--- config.mk ---
export PLATFORM = sky130hd
export DESIGN_NAME = peripheral_irq_group2
export DESIGN_NICKNAME = d
export VERILOG_FILES = /design/src/hdl/peripheral_irq_group2.v /design/src/hdl/event_edge.v
export VERILOG_INCLUDE_DIRS = /design/src /design/src/hdl
export SDC_FILE = /design/constraint.sdc
export NUM_CORES = 1
export LEC_CHECK = 0
export BUFFER_PORTS_ARGS = -buffer_cell sky130_fd_sc_hd__buf_4
export CAP_MARGIN = 20
export CORE_MARGIN = 5
export CORE_UTILIZATION = 35
export CTS_CLUSTER_SIZE = 40
export DETAILED_ROUTE_END_ITERATION = 10
export PLACE_DENSITY = 0.71
export SETUP_SLACK_MARGIN = 0.15
export SLEW_MARGIN = 20
export SYNTH_ARGS = -nofsm -noshare
export SYNTH_HDL_FRONTEND = slang
export SYNTH_SLANG_ARGS = --single-unit
--- constraint.sdc ---
create_clock -name clk_i -period 1.3 [get_ports clk_i]
set_clock_uncertainty 0.15 [all_clocks]
set_input_delay 0.065 -clock clk_i [delete_from_list [all_inputs] [get_ports clk_i]]
set_output_delay 0.065 -clock clk_i [all_outputs]
set_load 0.02 [all_outputs]
--- src/hdl/peripheral_irq_group2_regs.vh ---
// Register offsets, field positions and reset values of the group-2 interrupt block.
`ifndef PERIPHERAL_IRQ_GROUP2_REGS_VH
`define PERIPHERAL_IRQ_GROUP2_REGS_VH

// Register indices as printed; byte address is four times the index.
`define ENABLE_2_INDEX 8'h8d
`define FLAGS_2_INDEX 8'h0d
`define MAIN_CTRL_INDEX 8'h0b

// Field positions shared by enable and flag registers.
`define BIT_CAPCMP2 0
`define BIT_COLLISION 3
`define BIT_NV_WRITE 4
`define BIT_COMPARATOR 6

// Main control fields.
`define BIT_PERIPH_EN 6
`define BIT_GLOBAL_EN 7

// Implemented bits of the enable and flag registers.
`define IMPL_MASK 8'h59
`define ENABLE_2_RESET 8'h00
`define FLAGS_2_RESET 8'h00
`define MAIN_CTRL_RESET 8'h00

// Capture/compare mode encodings.
`define CCP_MODE_CAPTURE 2'h0
`define CCP_MODE_COMPARE 2'h1
`define CCP_MODE_PWM 2'h2

`endif

--- src/hdl/peripheral_irq_group2.v ---
// Group-2 peripheral interrupt enables, flags and request gating behind an APB slave.
//
// Behaviour
// One enable register holds an enable bit for comparator, write, collision and capcmp2.
// No group-2 request reaches the processor unless the peripheral enable is set.
// Enable bit 6 allows the comparator interrupt when 1 and blocks it when 0.
// Enable bit 4 allows the nonvolatile write interrupt when 1 and blocks it when 0.
// Enable bit 3 allows the bus collision interrupt when 1 and blocks it when 0.
// Enable bit 0 allows the capture/compare 2 interrupt when 1 and blocks it when 0.
// Enable bits 7, 5, 2 and 1 read zero and ignore writes.
// One flag register holds a latched flag for each of the same four sources.
// A flag sets on its event whatever its enable and the global enable are.
// Software should clear stale flags before enabling an interrupt.
// The flag register sits at index 0Dh with flags at bits 6, 4, 3 and 0, others zero.
// A set flag stays set until software writes it to zero; hardware never clears it.
// The capcmp2 flag sets on capture or compare match by mode and is unused in PWM mode.
// The collision flag sets only as I2C master; the write flag sets on write completion.
// Implemented enable bits reset to zero.
// The request rises when a flag and its enable are set with peripheral and global enable.
`timescale 1ns/1ps
`include "peripheral_irq_group2_regs.vh"
module peripheral_irq_group2
(
   // Clock and reset
   input wire clk_i,
   input wire rst_i,
   // APB slave
   input wire psel_i,
   input wire penable_i,
   input wire pwrite_i,
   input wire [11:0] paddr_i,
   input wire [31:0] pwdata_i,
   output wire [31:0] prdata_o,
   output wire pready_o,
   output wire pslverr_o,
   // Event levels from peripherals, asynchronous to this block
   input wire comparator_change_i,
   input wire nv_write_done_i,
   input wire collision_i,
   input wire capture_i,
   input wire compare_match_i,
   // Peripheral modes
   input wire i2c_master_mode_i,
   input wire [1:0] capcmp2_mode_i,
   // Request to the processor
   output wire irq_o
);

   // --------------------------------------------------------------
   // Register decode
   // --------------------------------------------------------------
   reg [7:0] peripheral_irq_enable_2;
   reg [7:0] peripheral_irq_flags_2;
   reg [7:0] main_irq_control;
   reg [31:0] rdata;

   function [11:0] byte_addr;
      input [7:0] index;
      begin
         byte_addr = {2'b00, index, 2'b00};
      end
   endfunction

   wire access = psel_i & penable_i;
   wire wr = access & pwrite_i;
   wire hit_en = (paddr_i == byte_addr(`ENABLE_2_INDEX));
   wire hit_fl = (paddr_i == byte_addr(`FLAGS_2_INDEX));
   wire hit_main = (paddr_i == byte_addr(`MAIN_CTRL_INDEX));
   wire mapped = hit_en | hit_fl | hit_main;

   // Zero-wait slave; unmapped addresses answer with an error.
   assign pready_o = 1'b1;
   assign pslverr_o = access & ~mapped;
   assign prdata_o = rdata;

   // --------------------------------------------------------------
   // Event capture
   // --------------------------------------------------------------
   wire [4:0] raw_levels = {comparator_change_i, nv_write_done_i, collision_i,
                            capture_i, compare_match_i};
   wire [4:0] pulses;

   genvar g;
   generate
      for (g = 0; g < 5; g = g + 1)
      begin : g_edge
         event_edge u_edge
         (
            .clk_i(clk_i),
            .rst_i(rst_i),
            .level_i(raw_levels[g]),
            .pulse_o(pulses[g])
         );
      end
   endgenerate

   // Mode straps are slow but come from another block's domain, so sync them too.
   reg [2:0] mode_meta;
   reg [2:0] mode_sync;
   always @(posedge clk_i or posedge rst_i)
   begin
      if (rst_i)
      begin
         mode_meta <= 3'h0;
         mode_sync <= 3'h0;
      end
      else
      begin
         mode_meta <= {i2c_master_mode_i, capcmp2_mode_i};
         mode_sync <= mode_meta;
      end
   end

   wire i2c_master = mode_sync[2];
   wire [1:0] ccp_mode = mode_sync[1:0];

   reg [7:0] set_vec;
   always @*
   begin
      set_vec = 8'h00;
      set_vec[`BIT_COMPARATOR] = pulses[4];
      set_vec[`BIT_NV_WRITE] = pulses[3];
      set_vec[`BIT_COLLISION] = pulses[2] & i2c_master;
      case (ccp_mode)
         `CCP_MODE_CAPTURE: set_vec[`BIT_CAPCMP2] = pulses[1];
         `CCP_MODE_COMPARE: set_vec[`BIT_CAPCMP2] = pulses[0];
         default: set_vec[`BIT_CAPCMP2] = 1'b0;
      endcase
   end

   // --------------------------------------------------------------
   // Registers
   // --------------------------------------------------------------
   wire [7:0] wbyte = pwdata_i[7:0];
   wire [7:0] next_flags = wr & hit_fl ? (wbyte & `IMPL_MASK) : peripheral_irq_flags_2;

   always @(posedge clk_i or posedge rst_i)
   begin
      if (rst_i)
      begin
         peripheral_irq_enable_2 <= `ENABLE_2_RESET;
         peripheral_irq_flags_2 <= `FLAGS_2_RESET;
         main_irq_control <= `MAIN_CTRL_RESET;
      end
      else
      begin
         if (wr & hit_en)
            peripheral_irq_enable_2 <= wbyte & `IMPL_MASK;
         if (wr & hit_main)
            main_irq_control <= wbyte & 8'hc0;
         // A set arriving with a clearing write wins; only software clears.
         peripheral_irq_flags_2 <= next_flags | set_vec;
      end
   end

   always @*
   begin
      rdata = 32'h00000000;
      if (hit_en)
         rdata[7:0] = peripheral_irq_enable_2 & `IMPL_MASK;
      else if (hit_fl)
         rdata[7:0] = peripheral_irq_flags_2 & `IMPL_MASK;
      else if (hit_main)
         rdata[7:0] = main_irq_control;
   end

   // --------------------------------------------------------------
   // Request gating
   // --------------------------------------------------------------
   // Each enable bit gates its own flag.
   wire [7:0] pending = peripheral_irq_flags_2 & peripheral_irq_enable_2 & `IMPL_MASK;
   wire peripheral_group_enable = main_irq_control[`BIT_PERIPH_EN];
   wire global_irq_enable = main_irq_control[`BIT_GLOBAL_EN];

   // Flags latch regardless of enables, so stale flags fire on enabling.
   assign irq_o = (|pending) & peripheral_group_enable & global_irq_enable;

endmodule // peripheral_irq_group2

--- src/hdl/event_edge.v ---
// Synchroniser and rising-edge pulse generator for one event line.
`timescale 1ns/1ps
module event_edge
(
   // Clock and reset
   input wire clk_i,
   input wire rst_i,
   // Event line
   input wire level_i,
   output wire pulse_o
);

   reg meta;
   reg sync;
   reg last;

   // The edge detector looks only at the second and third stages, never the first.
   always @(posedge clk_i or posedge rst_i)
   begin
      if (rst_i)
      begin
         meta <= 1'b0;
         sync <= 1'b0;
         last <= 1'b0;
      end
      else
      begin
         meta <= level_i;
         sync <= meta;
         last <= sync;
      end
   end

   assign pulse_o = sync & ~last;

endmodule // event_edge

==> parameters.txt <==
Parameter                              Value

Floorplanning
  Count of pins on the block boundary    92
  Num rows    23
  Die span in x    74.0 um
  Initial core utilization    36.0%
  Height of the die    74.0 um
  Core region area    3970 um^2
  Overall die area    5470 um^2

STA
  Final Max Slew Viols    0
  Worst Hold Margin    0.197 ns
  Peak clock frequency supported by timing    587 MHz
  Minimum period implied by the final worst setup slack    1.70 ns
  Setup-violating endpoint count in the final report    17
  RSZ-0062 raised after global routing    true
  Final Hold Viols    0
  Tcrit/Tclk final    131%
  Smallest setup slack after layout    -0.404 ns
  Setup TNS Final    -4.74 ns

Routing
  Post-DR vias/cell    4.23
  Remaining antenna violation count after routing    0
  Wire length per cell    12.3 um
  Vias    1007
  Post-detailed-routing wire length    2.93 mm
  Number of DRC markers in iteration 0    27
  1st-pass router iterations    4
  Remaining routing DRC violations    0

CTS
  CTS HTree Levels    2
  TritonCTS sink count    31
  TritonCTS buffer count    5
  CTS tree    done
  Worst-case clock buffer depth    2
  Clock insertion delay at the later pin of the skew report    0.27 ns
  Clk slew on worst S/H paths    0.06 ns
  Clock root buffer    sky130_fd_sc_hd__clkbuf_8

Power and ir drop
  Worst vdd ir    0.853 mV
  Final total power    1.97 mW
  Lkg Pwr    1.01 nW
  Cell Pwr Density    934 nW/um^2

Logic synthesis
  Library cells used by synthesis    30
  Sequential-to-total area share from yosys stat    54.2%
  Post-synthesis average cell area    12.3 um^2
  Synth Register Bits    31
  Warnings, synthesis    0
  Post-Synthesis Cells    116
  Combined area of all synthesized cells    1430 um^2

Finish
  Proportion of layout cells with a drive suffix above 1    44.1%
  Antenna diodes    0
  Nets    244
  Area growth, synth to finish    47.5%

Critical path
  Critical path's slowest cell    sky130_fd_sc_hd__or4_4
  Ordered list of cells on the worst path    buf_6 -> or4_4 -> buf_6 -> nor4_4 -> buf_4 -> nand2_2 -> a32oi_2 -> buf_4
  Worst Path Arrival    1.49 ns
  Launching element type of the critical path    primary input
  Worst path max stage delay    0.54 ns
  Reg2reg path depth    2
  Biggest fanout along the worst timing path    2
  Critical path class    primary input to output port
  Worst setup EP type    output port
  CP Data Required Time    1.09 ns

Status
  Status    finished, violations left
  Violations in the final reports    setup timing

GRT
  Total routing usage reported by global routing    11.1%
  Maximum number of pins on one net before global-route repair    32
  Wire length of the first global-routing pass    4.55 mm
  Remaining global-route overflow    0
  Antenna violations before repair    0
  Via count of the first global-routing pass    984

Worst hold path
  HP Class    flop to flop
  Worst hold path cell count    0

Run
  Number of maximum-capacitance constraint violations    0

Place
  Worst Setup Slack post-DPL    -0.631 ns
  Count of port buffers added during placement    36
  Half-perimeter wire length after placement    2.10 mm
  Placer congestion estimate    0.779
==> critical path: cells and delay by family <==
kind | cells | cell delay, ns
buf+inv | 4 | 0.55
compound gates | 1 | 0.16
simple gates | 3 | 0.71
==> where the power goes <==
| part | internal (mW) | switching (mW) | total [mW] |
|---|---|---|---|
| Sequential | 0.999 | 0.0105 | 1.01 |
| Combinational | 0.127 | 0.149 | 0.276 |
| Clock | 0.374 | 0.311 | 0.686 |
| Total | 1.50 | 0.471 | 1.97 |
==> cell usage after synthesis <==
cell	instances	area share, %
sky130_fd_sc_hd__a21oi_1	1	0.35
sky130_fd_sc_hd__a22oi_1	2	1.0
sky130_fd_sc_hd__a31oi_1	1	0.44
sky130_fd_sc_hd__a32oi_1	1	0.61
sky130_fd_sc_hd__and2_1	1	0.44
sky130_fd_sc_hd__buf_2	1	0.35
sky130_fd_sc_hd__buf_4	28	15
sky130_fd_sc_hd__conb_1	2	0.52
sky130_fd_sc_hd__dfrtp_1	31	54
sky130_fd_sc_hd__inv_1	6	1.6
sky130_fd_sc_hd__mux2_2	2	1.6
sky130_fd_sc_hd__mux2_4	4	4.2
sky130_fd_sc_hd__mux2i_1	7	4.9
sky130_fd_sc_hd__nand2_1	4	1.0
sky130_fd_sc_hd__nand2b_1	2	0.87
sky130_fd_sc_hd__nand3_1	1	0.35
sky130_fd_sc_hd__nand4bb_4	1	1.9
sky130_fd_sc_hd__nor2_1	4	1.0
sky130_fd_sc_hd__nor3_1	2	0.70
sky130_fd_sc_hd__nor3b_1	1	0.52
sky130_fd_sc_hd__nor4_1	1	0.44
sky130_fd_sc_hd__nor4_4	1	1.5
sky130_fd_sc_hd__nor4b_1	1	0.61
sky130_fd_sc_hd__o21ai_0	5	1.7
sky130_fd_sc_hd__or2_4	1	0.61
sky130_fd_sc_hd__or3_4	1	0.79
sky130_fd_sc_hd__or4_1	1	0.52
sky130_fd_sc_hd__or4_4	1	0.79
sky130_fd_sc_hd__or4b_2	1	0.70
sky130_fd_sc_hd__or4b_4	1	0.96
==> stage by stage <==
| step | cells | util [%] | area (um^2) |
|---|---|---|---|
| 5_1_grt | 238 | 53.2 | 2110 |
| 2_1_floorplan | 142 | - | 1550 |
| 6_report | 238 | 53.2 | 2110 |
| 3_5_place_dp | 209 | 43.7 | 1740 |
| 4_1_cts | 237 | 52.1 | 2070 |
| 3_3_place_gp | 209 | 43.7 | 1740 |
==> layer usage <==
layer / track usage (%) / vias up / wire, um
li1: - / 477 / -
met5: 0 / - / 0
met1: 12.1 / 469 / 1090
met3: 4.19 / 4 / 350
met2: 19.5 / 57 / 1450
met4: 4.23 / 0 / 38
==> layout make-up <==
cell class,count,area [um^2]
Tap cell,50,62.6
Multi-Input combinational cell,76,593
Fill cell,359,1860
Timing Repair Buffer,67,576
Clock buffer,7,76.3
Sequential cell,31,776
Clock inverter,1,5.00
Inverter,6,22.5
==> cells in the final DEF (no fill, tap or decap), drive strengths merged, types with 5 or more instances in the layout <==
cell         count
clkbuf           7
conb            28
mux2i            7
dfrtp           31
buf             53
inv              6
dlygate4sd3     14
o21ai            5
mux2             6
==> worst paths after layout <==
kind	end	from	slack, ns
setup / recovery	prdata_o[6]	paddr_i[9]	-0.40
hold / removal	g_edge[0].u_edge.sync$_DFF_PP0_	g_edge[0].u_edge.meta$_DFF_PP0_	0.20
setup reg to reg	peripheral_irq_enable_2[6]$_DFFE_PP0P_	peripheral_irq_enable_2[6]$_DFFE_PP0P_	0.26
hold reg to reg	g_edge[0].u_edge.sync$_DFF_PP0_	g_edge[0].u_edge.meta$_DFF_PP0_	0.20
max in group asynchronous	mode_sync[0]$_DFF_PP0_	rst_i	0.44
min in group asynchronous	g_edge[4].u_edge.last$_DFF_PP0_	rst_i	0.29
==> cell families (layout without fill, tap and decap cells) <==
| family | after synthesis | after routing | share of synthesized area, % |
|---|---|---|---|
| buffers and inverters | 35 | 81 | 16.6 |
| flip-flops | 31 | 31 | 54.2 |
| AND/OR/NAND/NOR | 25 | 25 | 13.8 |
| multiplexers | 13 | 13 | 10.7 |
| AO/OA/AOI/OAI | 10 | 10 | 4.20 |
| other | 2 | 28 | 0.525 |
==> flip-flops by register name, indices dropped and copies added (netlist names) <==
| register | cells |
|---|---|
| g_edge.u_edge.sync | 5 |
| peripheral_irq_enable_2 | 4 |
| main_irq_control | 2 |
| mode_meta | 3 |
| mode_sync | 3 |
| peripheral_irq_flags_2 | 4 |
| g_edge.u_edge.meta | 5 |
| g_edge.u_edge.last | 5 |
==> timing repair <==
| action | in CTS | in global routing |
|---|---|---|
| resized for setup | 16 | 8 |
| buffers inserted | 6 | 1 |
| pin swaps | 9 | 2 |
| hold buffers | 14 | 0 |
| endpoints found under the hold margin | 49 | 0 |
| setup endpoints to repair | 17 | 17 |
Power figures use the tool's default switching activity.
